### config.mk
export PLATFORM = sky130hd
export DESIGN_NAME = hbgc_ctrl
export DESIGN_NICKNAME = d
export VERILOG_FILES = /design/src/core/hbgc_pkg.sv /design/src/core/hbgc_sync.sv /design/src/core/hbgc_ctrl.sv
export VERILOG_INCLUDE_DIRS = /design/src /design/src/core
export SDC_FILE = /design/constraint.sdc
export NUM_CORES = 1
export LEC_CHECK = 0
export BUFFER_PORTS_ARGS = -buffer_cell sky130_fd_sc_hd__clkbuf_2
export CAP_MARGIN = 20
export CORE_MARGIN = 5
export CORE_UTILIZATION = 50
export DETAILED_ROUTE_END_ITERATION = 16
export HOLD_SLACK_MARGIN = 0.12
export PLACE_DENSITY_LB_ADDON = 0.08
export SKIP_LAST_GASP = 1
export SLEW_MARGIN = 10
export SYNTH_ARGS = -nofsm -noshare
export SYNTH_HDL_FRONTEND = slang
export SYNTH_SLANG_ARGS = --single-unit
### constraint.sdc
create_clock -name i_clk_sys -period 6 [get_ports i_clk_sys]
set_input_delay 0.3 -clock i_clk_sys [delete_from_list [all_inputs] [get_ports i_clk_sys]]
set_output_delay 0.3 -clock i_clk_sys [all_outputs]
set_load 0.1 [all_outputs]
### src/core/hbgc_defs.svh
// constants for the half-bridge gate controller
`ifndef HBGC_DEFS_SVH
`define HBGC_DEFS_SVH

`define HBGC_CTRL_OFF 8'h00
`define HBGC_PERIOD_OFF 8'h04
`define HBGC_DUTY_OFF 8'h08
`define HBGC_STATUS_OFF 8'h0c
`define HBGC_ISTAT_OFF 8'h10
`define HBGC_ICLR_OFF 8'h14
`define HBGC_IEN_OFF 8'h18

`define HBGC_CTRL_RUN_BIT 0
`define HBGC_CTRL_SKIP_BIT 1
`define HBGC_PERIOD_RST 8'hc7
`define HBGC_DUTY_RST 8'h00

`define HBGC_EV_OT_BIT 0
`define HBGC_EV_LOCK_BIT 1
`define HBGC_EV_DONE_BIT 2

`define HBGC_CLK_NS 25
`define HBGC_ARM_NS 1000
`define HBGC_ARM_CYC ((`HBGC_ARM_NS + `HBGC_CLK_NS - 1) / `HBGC_CLK_NS)

`endif

### src/core/hbgc_pkg.sv
// types for the half-bridge gate controller
package hbgc_pkg;
   typedef enum logic [1:0]
   {
      ST_OFF = 2'b00,
      ST_ARM = 2'b01,
      ST_SOFT = 2'b11,
      ST_RUN = 2'b10
   } hbgc_state_t;
endpackage

### src/core/hbgc_sync.sv
// three-stage synchroniser for a pin level
`timescale 1ns/1ps
module hbgc_sync #(
   parameter logic RST_VAL = 1'b0
) (
   input wire logic i_clk_sys, // system clock
   input wire logic i_rst,     // synchronous reset
   input wire logic i_async,   // pin level
   output logic o_level        // accepted level
);
   logic s1_reg, s2_reg, s3_reg, lvl_reg;
   logic lvl_next;

   always_comb
   begin
      lvl_next = lvl_reg;
      if (s2_reg == s3_reg)
      begin
         lvl_next = s3_reg;
      end
   end

   always_ff @(posedge i_clk_sys)
   begin
      if (i_rst)
      begin
         s1_reg <= RST_VAL;
         s2_reg <= RST_VAL;
         s3_reg <= RST_VAL;
         lvl_reg <= RST_VAL;
      end
      else
      begin
         s1_reg <= i_async;
         s2_reg <= s1_reg;
         s3_reg <= s2_reg;
         lvl_reg <= lvl_next;
      end
   end

   assign o_level = lvl_reg;
endmodule

### src/core/hbgc_ctrl.sv
// half-bridge gate controller: apb registers, sequencing, pwm generation
//
// Decided for this implementation: the APB register port and the placing of the registers.
`timescale 1ns/1ps
`include "hbgc_defs.svh"
module hbgc_ctrl (
   input wire logic i_clk_sys,             // 40 MHz clock
   input wire logic i_rst,                 // synchronous reset, high
   input wire logic i_psel,                // apb select
   input wire logic i_penable,             // apb enable
   input wire logic i_pwrite,              // apb direction
   input wire logic [7:0] i_paddr,         // apb byte address
   input wire logic [31:0] i_pwdata,       // apb write data
   output logic o_pready,                  // apb ready
   output logic [31:0] o_prdata,           // apb read data
   output logic o_pslverr,                 // apb error, unmapped
   input wire logic i_supply_ok,           // stage supply above lockout
   input wire logic i_overtemp_alarm_n,    // stage alarm pin, low = hot
   output logic o_pwm_out,                 // pwm pin level
   output logic o_pwm_oe,                  // pwm pin drive enable
   output logic o_driver_enable_n_in,      // stage enable pin, high = on
   output logic o_skip_mode_select_n,      // skip pin, low = emulation
   output logic o_irq                      // level interrupt
);
   ////////////////////////////////////////////////////////////////////////////////
   // pin inputs
   logic sup_ok, ot_n;

   hbgc_sync #(.RST_VAL(1'b0)) u_sync_sup (
      .i_clk_sys(i_clk_sys),
      .i_rst(i_rst),
      .i_async(i_supply_ok),
      .o_level(sup_ok)
   );

   hbgc_sync #(.RST_VAL(1'b1)) u_sync_ot (
      .i_clk_sys(i_clk_sys),
      .i_rst(i_rst),
      .i_async(i_overtemp_alarm_n),
      .o_level(ot_n)
   );

   ////////////////////////////////////////////////////////////////////////////////
   // state
   hbgc_pkg::hbgc_state_t st_reg, st_next;
   logic [7:0] arm_cnt_reg, arm_cnt_next;
   logic [7:0] pcnt_reg, pcnt_next;
   logic [7:0] soft_reg, soft_next;
   logic [1:0] ctrl_reg, ctrl_next;
   logic [7:0] period_reg, period_next;
   logic [7:0] duty_reg, duty_next;
   logic [2:0] ist_reg, ist_next;
   logic [2:0] ien_reg, ien_next;
   logic sup_d_reg, ot_d_reg;
   logic pready_reg, pready_next;
   logic [31:0] prdata_reg, prdata_next;
   logic pslverr_reg, pslverr_next;
   logic pwm_reg, pwm_next, oe_reg, oe_next, en_reg, en_next;
   logic skip_n_reg, skip_n_next, irq_reg, irq_next;
   logic fault, stop, wrap, wr, mapped;
   logic [2:0] ev, clr;
   logic [31:0] rd;

   always_comb
   begin
      fault = ~ot_n | ~sup_ok;
      stop = fault | ~ctrl_reg[`HBGC_CTRL_RUN_BIT];
      wrap = (pcnt_reg >= period_reg);
      wr = i_psel & i_penable & pready_reg & i_pwrite;
      mapped = (i_paddr <= `HBGC_IEN_OFF) && (i_paddr[1:0] == 2'b00);
      st_next = st_reg;
      arm_cnt_next = arm_cnt_reg;
      soft_next = soft_reg;
      pcnt_next = wrap ? 8'h00 : pcnt_reg + 8'h01;
      ev = 3'h0;
      ev[`HBGC_EV_OT_BIT] = ot_d_reg & ~ot_n;
      ev[`HBGC_EV_LOCK_BIT] = sup_d_reg & ~sup_ok;
      case (st_reg)
         hbgc_pkg::ST_OFF:
         begin
            arm_cnt_next = 8'h00;
            soft_next = 8'h00;
            if (!stop)
            begin
               st_next = hbgc_pkg::ST_ARM;
            end
         end
         hbgc_pkg::ST_ARM:
         begin
            if (stop)
            begin
               st_next = hbgc_pkg::ST_OFF;
            end
            else if (arm_cnt_reg == 8'(`HBGC_ARM_CYC - 1))
            begin
               st_next = hbgc_pkg::ST_SOFT;
               soft_next = 8'h00;
               pcnt_next = 8'h00;
            end
            else
            begin
               arm_cnt_next = arm_cnt_reg + 8'h01;
            end
         end
         hbgc_pkg::ST_SOFT:
         begin
            if (stop)
            begin
               st_next = hbgc_pkg::ST_OFF;
            end
            else if (wrap)
            begin
               if (soft_reg >= duty_reg)
               begin
                  st_next = hbgc_pkg::ST_RUN;
                  soft_next = duty_reg;
                  ev[`HBGC_EV_DONE_BIT] = 1'b1;
               end
               else
               begin
                  soft_next = soft_reg + 8'h01;
               end
            end
         end
         hbgc_pkg::ST_RUN:
         begin
            soft_next = duty_reg;
            if (stop)
            begin
               st_next = hbgc_pkg::ST_OFF;
            end
         end
         default:
         begin
            st_next = hbgc_pkg::ST_OFF;
         end
      endcase
      // pin outputs; pwm released to tri-state in off and arm, driven through soft start and run
      en_next = (st_next != hbgc_pkg::ST_OFF);
      oe_next = (st_next == hbgc_pkg::ST_SOFT) || (st_next == hbgc_pkg::ST_RUN);
      pwm_next = oe_next & (pcnt_next < soft_next);
      // emulation during ramp guards against prebiased output
      skip_n_next = ~(ctrl_reg[`HBGC_CTRL_SKIP_BIT] | (st_next == hbgc_pkg::ST_SOFT));
      // registers
      ctrl_next = ctrl_reg;
      period_next = period_reg;
      duty_next = duty_reg;
      ien_next = ien_reg;
      clr = 3'h0;
      if (wr)
      begin
         case (i_paddr)
            `HBGC_CTRL_OFF: ctrl_next = i_pwdata[1:0];
            `HBGC_PERIOD_OFF: period_next = i_pwdata[7:0];
            `HBGC_DUTY_OFF: duty_next = i_pwdata[7:0];
            `HBGC_ICLR_OFF: clr = i_pwdata[2:0];
            `HBGC_IEN_OFF: ien_next = i_pwdata[2:0];
            default: clr = 3'h0;
         endcase
      end
      ist_next = (ist_reg & ~clr) | ev;
      irq_next = |(ist_next & ien_next);
      case (i_paddr)
         `HBGC_CTRL_OFF: rd = {30'h0, ctrl_reg};
         `HBGC_PERIOD_OFF: rd = {24'h0, period_reg};
         `HBGC_DUTY_OFF: rd = {24'h0, duty_reg};
         `HBGC_STATUS_OFF: rd = {16'h0, soft_reg, 4'h0, ~ot_n, ~sup_ok, st_reg};
         `HBGC_ISTAT_OFF: rd = {29'h0, ist_reg};
         `HBGC_IEN_OFF: rd = {29'h0, ien_reg};
         default: rd = 32'h0;
      endcase
      // one wait state: ready rises the cycle after the access phase starts
      pready_next = i_psel & i_penable & ~pready_reg;
      prdata_next = pready_next & ~i_pwrite ? rd : prdata_reg;
      pslverr_next = pready_next & ~mapped;
   end

   always_ff @(posedge i_clk_sys)
   begin
      if (i_rst)
      begin
         st_reg <= hbgc_pkg::ST_OFF;
         arm_cnt_reg <= 8'h00;
         pcnt_reg <= 8'h00;
         soft_reg <= 8'h00;
         ctrl_reg <= 2'h0;
         period_reg <= `HBGC_PERIOD_RST;
         duty_reg <= `HBGC_DUTY_RST;
         ist_reg <= 3'h0;
         ien_reg <= 3'h0;
         sup_d_reg <= 1'b0;
         ot_d_reg <= 1'b1;
         pready_reg <= 1'b0;
         prdata_reg <= 32'h0;
         pslverr_reg <= 1'b0;
         pwm_reg <= 1'b0;
         oe_reg <= 1'b0;
         en_reg <= 1'b0;
         skip_n_reg <= 1'b1;
         irq_reg <= 1'b0;
      end
      else
      begin
         st_reg <= st_next;
         arm_cnt_reg <= arm_cnt_next;
         pcnt_reg <= pcnt_next;
         soft_reg <= soft_next;
         ctrl_reg <= ctrl_next;
         period_reg <= period_next;
         duty_reg <= duty_next;
         ist_reg <= ist_next;
         ien_reg <= ien_next;
         sup_d_reg <= sup_ok;
         ot_d_reg <= ot_n;
         pready_reg <= pready_next;
         prdata_reg <= prdata_next;
         pslverr_reg <= pslverr_next;
         pwm_reg <= pwm_next;
         oe_reg <= oe_next;
         en_reg <= en_next;
         skip_n_reg <= skip_n_next;
         irq_reg <= irq_next;
      end
   end

   assign o_pready = pready_reg;
   assign o_prdata = prdata_reg;
   assign o_pslverr = pslverr_reg;
   assign o_pwm_out = pwm_reg;
   assign o_pwm_oe = oe_reg;
   assign o_driver_enable_n_in = en_reg;
   assign o_skip_mode_select_n = skip_n_reg;
   assign o_irq = irq_reg;
endmodule

Word-level counts from Yosys, hierarchy flattened --
Cells that the tools add are included.
Word-level totals: flip-flop bits (word level) 99, input bits 47, output and inout port bits 39
Cells by class: $add $sub $neg 3, $lt $le $gt $ge 4, equality and inequality tests 16, multiplexer cells 30, bitwise gates (word level) 23, reductions and logical operators 12
Operators by type and width (count):
- one-hot mux 16 bit (6 select lines) | 1
- 2-to-1 mux 8 bit | 11
- one-hot mux 8 bit (4 select lines) | 1
- adder 8 x 1 -> 8 bit, second input constant | 3
- == test 8 x 5 -> 1 bit, second input constant | 3
- == test 8 x 4 -> 1 bit, second input constant | 2
- greater-or-equal comparator 8 bit | 2
- one-hot mux 8 bit (2 select lines) | 1
- 2-to-1 mux 2 bit | 7
- 2-to-1 mux 3 bit | 4
- AND 1 bit | 9
- == test 2 bit, second input constant | 4
- == test 8 x 3 -> 1 bit, second input constant | 1
- == test 8 x 6 -> 1 bit, second input constant | 1
- <= comparator 8 x 5 -> 1 bit, second input constant | 1
- zero test 8 bit | 1
- < comparator 8 bit | 1
- one-hot mux 2 bit (4 select lines) | 1
- inverter 1 bit | 7
- AND 3 bit | 2
- AND reduction 2 bit | 3
- zero test 2 bit | 2
- 2-to-1 mux 1 bit | 4
- != test 2 bit, second input constant | 2
- other kinds (10) | 14

Longest topological paths before layout --
Gate-level depths: netlist of run 1.
depth after elaboration 9, gate-level depth with buffers 15, mapped depth without buffers 14

Modules after synthesis --
From an unflattened synthesis of run 1, not the netlist that was laid out.
Second synthesis, totals: cells, all modules 508, area, all modules 4383.0 µm²
Modules (own cells, without submodules):
- hbgc_ctrl | instances 1, cells each 488, area an instance 4155.2 µm², seq. area each 1481.4 µm²
- hbgc_sync at u_sync_ot | instances 1, cells each 10, area an instance 115.1 µm², seq. area each 80.1 µm²
- hbgc_sync at u_sync_sup | instances 1, cells each 10, area an instance 112.6 µm², seq. area each 80.1 µm²

Worst setup path before layout of run 1 --
OpenSTA, ideal clock, no wires.
path type register to register, start register soft_reg[0], end register pwm_reg, in the netlist o_pwm_out, setup time 0.134 ns, data arrival time 3.127 ns, setup slack 2.739 ns, cell stages (with the launch flop) 15, period minus slack after synthesis 3.261 ns, cells stage by stage dfxtp_1 inv_1 ha_1 nand2b_4 a2111o_1 a31o_1 buf_6 or3_1 a211o_1 and2_1 ha_1 and4_1 o21ai_0 o211ai_1 a31oi_1
Between the ends: word-level cells in the longest chain between the ends 8, elaborated cells on any way between the ends 17, those cells by class 1 x add/sub; 2 x order compare; 2 x eq/ne; 10 x mux; 1 x bitwise; 1 x reduce/logical
RTL lines:
- start, declared | line hbgc_ctrl.sv:48 | logic [7:0] soft_reg, soft_next;
- start signal, assigned | line hbgc_ctrl.sv:207 | soft_reg <= soft_next;
- branches (longest 7 deep; another with adder 8 x 1 -> 8 bit)
- AND 1 bit (*) | line hbgc_ctrl.sv:141 | pwm_next = oe_next & (pcnt_next < soft_next);
- end signal, assigned | line hbgc_ctrl.sv:218 | pwm_reg <= pwm_next;
- end, declared | line hbgc_ctrl.sv:58 | logic pwm_reg, pwm_next, oe_reg, oe_next, en_reg, en_next;
Mark *: on every way between the ends. A chain may end at the register's enable or synchronous reset.

Worst setup path in the final report of run 1 --
Ends and elaborated chain as after synthesis.

==> flow_metrics.py, run 1 <==
metrics = {
    "run_status": {
        "outcome": "finished clean",
    },
    "pwr": {
        "seqPwrFrac": 0.502,
        "power_switching_share": 0.2579,
        "p_leak_nw": 2.119,
        "ir_worst_vdd_uv": 102.1,
        "p_int_uw": 814.6,
        "power.switching_uw": 283.1,
        "cellPowerDensity_nw_per_um2": 226.6,
        "combPwrFrac": 0.090,
        "p_clk_frac": 0.407,
    },
    "timing": {
        "finalWorstPathRequiredPeriod_ps": 3764,
        "final_max_slew_viol_count": 0,
        "tns_ps": 0,
        "hold_viol": 0,
        "skew_ps": 9.514,
        "holdWs_ps": 132.4,
        "clock.fmax_ghz": 0.2657,
        "max_slew_margin": 0.5352,
        "finalCritPeriodShare": 0.6273,
        "worst_pin_slew_ps": 695.8,
        "setup_viol": 0,
        "grt_setup_unrepaired": "no",
        "finalWorstSetupSlack_ps": 2236,
    },
    "floorplan": {
        "die_y_um": 104.0,
        "initial_utilization": 0.5094,
        "io-pin-count": 86,
        "rows": 34,
        "chipWidth_um": 104.0,
        "core_um2": 8678,
        "die_area_um2": 10820,
    },
    "clock_tree": {
        "cts-resized-gates": 0,
        "h-tree-depth": 3,
        "cts_hold_buffers": 0,
        "clk_latency_ps": 350,
        "clockBufferDepth": 2,
        "cts_tree": "yes",
        "path_clk_slew_ps": 80,
        "clock-root-buffer": "clkbuf_8",
        "cts_sinks": 82,
        "cts_setup_buffers": 0,
        "cts-buffers-inserted": 9,
    },
    "synth": {
        "synth_edf_count": 0,
        "synth_top_cell_area_share": 0.3714,
        "synth-seq-area-share": 0.3714,
        "ys_seq_elements": 82,
        "syn_inst": 521,
        "syn_avg_cell_area_um2": 8.485,
        "yosys_warnings": 0,
        "yosysTopAreaCell": "dfxtp_1",
        "synthArstFlopShare": 0,
        "ys_types": 63,
        "synth.cell_area_um2": 4420,
        "ys_top_cells_by_area": "dfxtp_1, ha_1, nor2_1",
        "ys.flop_type": "dfxtp_1",
    },
    "final_layout": {
        "final_common_cell": "dfxtp_1",
        "final_nets": 624,
        "final_cells": 664,
        "utilization": 0.5581,
        "layout_common_cells": "dfxtp_1, nor2_1, clkbuf_2",
        "antenna_cells": 0,
        "largest_reg_flops": 16,
        "drive_above_1_share": 0.1421,
        "syn_to_final_growth_pct": 9.567,
    },
    "worst_setup_path": {
        "cp-end-kind": "flip-flop",
        "setup.worst_path.class": "flip-flop to flip-flop",
        "max_stage_delay_ps": 480,
        "crit_arrival_ps": 4030,
        "path_max_fanout": 9,
        "crit_slowest_cell": "a31oi_2",
        "required_ps": 6260,
        "path_buf_inv": 1,
        "cp_top_family": "compound AO/OA/AOI/OAI gates",
        "cp_cell_sequence": "inv_1 -> ha_1 -> nand2b_4 -> a2111o_1 -> a31oi_2 -> mux2_2 -> o211ai_1 -> ha_1 -> a211oi_1 -> o41a_1 -> o211ai_1 -> a31oi_1",
        "start_kind": "flip-flop",
        "r2r_slack_ps": 2240,
    },
    "detailed_routing": {
        "drc": 0,
        "firstDrtPassIters": 5,
        "wl_per_cell_um": 16.19,
        "ant_nets": 0,
        "via_per_inst": 5.608,
        "drt_iter0_markers": 183,
        "drt_wl_total_mm": 10.75,
        "vias": 3724,
    },
    "global_route": {
        "first_global_vias": 3499,
        "grt_pass1_wl_mm": 17.80,
        "grt.met2_usage": 0.3119,
        "use_met1": 0.2717,
        "grt_most_used_layer": "met2",
        "grt_antenna_before_repair": 0,
        "grt_use_total": 0.1982,
        "grt_start_max_net_pins": 61,
        "grt-ovfl-total": 0,
        "met3_usage": 0.03786,
    },
    "run": {
        "drv_cap": 0,
    },
    "placement": {
        "dp_slack_ps": 2332,
        "gp_congestion": 0.8864,
        "numPortBuffers": 45,
        "dp_hpwl_mm": 7.837,
        "place_inst": 648,
    },
    "worst_hold_path": {
        "hold_class": "primary input to flip-flop",
    },
}
-- synth_stat cells, types with 2 or more instances --
cell,n
nand3_1,16
xor2_1,8
and4_1,3
buf_4,16
a21o_1,4
a211o_1,7
or2_2,7
or3_1,6
a22oi_1,19
nor4_1,3
and2_1,6
and3_1,9
o21ai_0,13
ha_1,26
xnor2_1,4
o31ai_1,2
a31oi_1,4
a211oi_1,3
a2111o_1,2
nand4_1,7
o211ai_1,4
inv_1,24
o211a_1,3
mux2i_1,21
nor2b_1,15
clkbuf_1,21
a22o_1,7
buf_2,3
nand2b_1,3
nor2_1,80
dfxtp_1,82
mux2_2,3
nand2_1,29
nor3_1,5
a21oi_1,27
o31a_1,2
-- cell families after synthesis --
kind of cell	Yosys count	share of synthesized area
xor+xnor	12	0.02378
mux	25	0.06029
buf+inv	66	0.07218
compound gates	111	0.1769
flops	82	0.3714
other cells	1	0.0008483
fa+ha+maj	26	0.07359
simple gates	198	0.2211
-- layout make-up --
| cell class | instances | area (µm²) |
|---|---|---|
| Timing Repair Buffer | 46 | 232.7 |
| Sequential cell | 82 | 1642 |
| Multi-Input combinational cell | 388 | 2516 |
| Clock buffer | 10 | 137.6 |
| Tap cell | 108 | 135.1 |
| Inverter | 24 | 90.09 |
| Fill cell | 817 | 3835 |
| Clock inverter | 6 | 90.09 |
-- stage by stage --
step                      total power, mW  cell area [µm²]
after floorplan                    0.6522             4477
after global placement             0.6613             4616
after detailed placement           0.6624             4616
after CTS                           1.110             4843
after global routing                1.140             4843
final                               1.098             4843
-- worst register-to-register path, cell delays in order (launching register included) --
cell      delay, ps
dfxtp_1         450
inv_1           110
ha_1            300
nand2b_4        150
a2111o_1        460
a31oi_2         480
mux2_2          410
o211ai_1        320
ha_1            320
a211oi_1        220
o41a_1          200
o211ai_1         80
a31oi_1         190
-- per-layer routing --
metal	wire [µm]	share of wire
met5	0	0
met4	171	0.016
met3	592	0.055
met2	4881	0.45
met1	5103	0.47
-- worst paths after layout --
check	startpoint	to	cells past startpoint
min	i_overtemp_alarm_n	u_sync_ot.s1_reg	2
max	soft_reg[0]	o_pwm_out	12
max reg2reg	soft_reg[0]	o_pwm_out	12
min reg2reg	u_sync_ot.s1_reg	u_sync_ot.s2_reg	1
-- power groups by stage --
stage / clock network [mW] / logic [mW] / registers (mW)
6_report: 0.447 / 0.0992 / 0.551
5_1_grt: 0.483 / 0.106 / 0.552
4_1_cts: 0.460 / 0.0987 / 0.551
3_5_place_dp: 0 / 0.0984 / 0.564
3_3_place_gp: 0 / 0.0972 / 0.564
2_1_floorplan: 0 / 0.0849 / 0.567
Note: power is estimated with default switching activity, not from simulation.
==> run 2, diff against run 1 <==
--- a/config.mk
+++ b/config.mk
@@ -6,6 +6,7 @@
 export SDC_FILE = /design/constraint.sdc
 export NUM_CORES = 1
 export LEC_CHECK = 0
+export ABC_AREA = 1
 export BUFFER_PORTS_ARGS = -buffer_cell sky130_fd_sc_hd__clkbuf_2
 export CAP_MARGIN = 20
 export CORE_MARGIN = 5
==> constraint.sdc (replaced) <==
create_clock -name i_clk_sys -period 3.93 [get_ports i_clk_sys]
set_input_delay 0.1965 -clock i_clk_sys [delete_from_list [all_inputs] [get_ports i_clk_sys]]
set_output_delay 0.1965 -clock i_clk_sys [all_outputs]
set_load 0.1 [all_outputs]
==> run 2 against run 1 <==
Power increased by 47%; non-clock buffer count increased by 5; maximum frequency increased by 36%; worst setup slack got worse by 1100 ps; sequential cell count unchanged; clock skew decreased by 2.9 ps.
==> flow_metrics.py, run 2 <==
metrics = {
    "timing": {
        "finalWorstPathRequiredPeriod_ps": 2772,
        "finalWorstSetupSlack_ps": 1158,
        "max_slew_margin": 0.3260,
        "final_max_slew_viol_count": 0,
        "holdWs_ps": 150.5,
        "grt_setup_unrepaired": "no",
        "clock.fmax_ghz": 0.3607,
        "tns_ps": 0,
        "skew_ps": 6.654,
        "setup_viol": 0,
        "worst_pin_slew_ps": 1011,
        "hold_viol": 0,
        "finalCritPeriodShare": 0.7053,
    },
    "placement": {
        "numPortBuffers": 45,
        "place_area_um2": 4602,
        "dp_hpwl_mm": 7.802,
        "gp_congestion": 0.8882,
        "dp_slack_ps": 1189,
    },
    "pwr": {
        "p_clk_frac": 0.355,
        "p_leak_nw": 2.097,
        "ir_worst_vdd_uv": 221.3,
        "power_switching_share": 0.2933,
        "seqPwrFrac": 0.525,
        "cellPowerDensity_nw_per_um2": 333.3,
        "p_int_mw": 1.140,
        "combPwrFrac": 0.119,
        "power.switching_uw": 473.0,
    },
    "floorplan": {
        "core_um2": 8593,
        "io-pin-count": 86,
        "rows": 34,
        "die_y_um": 103.4,
        "die_area_um2": 10690,
        "initial_utilization": 0.5076,
        "chipWidth_um": 103.4,
    },
    "synth": {
        "synthAdderAreaFrac": 0.07458,
        "synth_compound_area_frac": 0.1931,
        "synth.cell_area_um2": 4362,
        "synth_top_cell_area_share": 0.3764,
        "ys.flop_type": "dfxtp_1",
        "synthArstFlopShare": 0,
        "synthMuxAreaShare": 0,
        "synth_edf_count": 0,
        "synth_commonest_cells": "nand2_1, dfxtp_1, inv_1",
        "syn_inst": 582,
        "yosys.area_share.simple": 0.2260,
        "yosysTopAreaCell": "dfxtp_1",
        "ys_types": 47,
        "synth_top_family_by_area": "simple AND/OR/NAND/NOR gates",
        "synth_xor_area_frac": 0.01807,
        "yosysMostFrequentCell": "nand2_1",
        "synth-seq-area-share": 0.3764,
        "ys_seq_elements": 82,
        "syn_avg_cell_area_um2": 7.494,
        "ys_top_cells_by_area": "dfxtp_1, nand2_1, ha_1",
        "yosys_warnings": 0,
    },
    "clock_tree": {
        "cts_tree": "yes",
        "clockBufferDepth": 2,
        "clk_latency_ps": 350,
        "cts-buffers-inserted": 9,
        "clock-root-buffer": "clkbuf_8",
        "cts_setup_buffers": 0,
        "cts_sinks": 82,
        "path_clk_slew_ps": 80,
        "h-tree-depth": 3,
    },
    "detailed_routing": {
        "wl_per_cell_um": 13.92,
        "via_per_inst": 5.168,
        "ant_nets": 0,
        "firstDrtPassIters": 4,
        "vias": 3835,
        "drt_wl_total_mm": 10.33,
        "drc": 0,
        "drt_iter0_markers": 151,
    },
    "global_route": {
        "grt_use_total": 0.2005,
        "grt-ovfl-total": 0,
        "grt_pass1_wl_mm": 16.75,
        "grt_start_max_net_pins": 45,
        "grt_antenna_before_repair": 0,
        "first_global_vias": 3550,
    },
    "run": {
        "drv_cap": 0,
    },
    "final_layout": {
        "antenna_cells": 0,
        "syn_to_final_growth_pct": 10.96,
        "final_common_cell": "nand2_1",
        "largest_reg_flops": 16,
        "final_nets": 702,
        "fin_area_um2": 4840,
        "drive_above_1_share": 0.1703,
        "layout_common_cells": "nand2_1, dfxtp_1, inv_1",
    },
    "worst_setup_path": {
        "start_kind": "flip-flop",
        "crit_arrival_ps": 3050,
        "crit_path_start": "soft_reg[0]",
        "r2r_start": "soft_reg[0]",
        "cp-end-kind": "flip-flop",
        "required_ps": 4210,
        "path_max_fanout": 10,
        "setup.worst_path.class": "flip-flop to flip-flop",
    },
    "worst_hold_path": {
        "hold_start": "i_pwdata[3]",
        "hold_class": "primary input to flip-flop",
    },
    "run_status": {
        "outcome": "finished clean",
    },
}
==> run 2: worst max-delay path: stages, from the launching register on <==
cell and delay (ps):
dfxtp_1 490, inv_1 110, ha_1 300, nand2_1 60, nor2_1 40, nor2_1 90
nand2_1 70, nand2_1 120, nand2_4 120, inv_2 180, nand2_1 80, o211ai_1 80
nand2_1 80, a21oi_2 190, ha_1 270, a21oi_1 170, o211ai_1 100, a21oi_1 150
==> run 2: repair_timing <==
action | CTS | global route
hold buffers | 5 | 0
setup endpoints to repair | 0 | 0
endpoints found under the hold margin | 5 | 0
gates resized for setup | 0 | 0
==> run 2: power by group through the flow <==
stage	clock network, mW	registers, mW	logic [mW]
3_3_place_gp	0	0.867	0.187
6_report	0.573	0.847	0.193
5_1_grt	0.623	0.849	0.206
4_1_cts	0.590	0.847	0.193
2_1_floorplan	0	0.908	0.127
3_5_place_dp	0	0.867	0.188
==> run 2: area by class of cell <==
type / count / area [µm²]
multi-input combinational: 405 / 2292
clock buffer: 11 / 151.4
clock inverter: 5 / 36.28
timing repair buffer: 51 / 282.8
sequential: 82 / 1642
inverter: 80 / 300.3
tap: 108 / 135.1
fill: 857 / 3754
==> run 2: cells by family (layout without fill, tap and decap cells) <==
family,Yosys count,in the layout
buffers and inverters,110,147
DFF,82,82
AOI/OAI and AO/OA,139,139
and+or+nand+nor,215,215
xor gates and xnor gates,9,9
adders and majority gates,26,26
other,1,16
==> run 2: through the flow <==
step | util | instances | power [mW]
2_1_floorplan | - | 597 | 1.034
3_3_place_gp | 0.5355 | 721 | 1.054
3_5_place_dp | 0.5355 | 721 | 1.055
4_1_cts | 0.5632 | 742 | 1.630
5_1_grt | 0.5632 | 742 | 1.678
6_report | 0.5632 | 742 | 1.613
==> run 2: worst paths after layout <==
kind,to,slack (ps),cells after the start
worst min register to register,u_sync_sup.s2_reg,410,2
worst max register to register,o_pwm_out,1160,17
worst min-delay path,period_reg[3],150,3
worst max-delay path,o_pwm_out,1160,17
==> run 2: routing by layer <==
metal | vias up | track usage | share of wire
met2 | 73 | 0.3191 | 0.47
met5 | - | 0 | 0
li1 | 2001 | - | -
met4 | 0 | 0.07869 | 0.026
met3 | 18 | 0.04427 | 0.042
met1 | 1743 | 0.2647 | 0.47
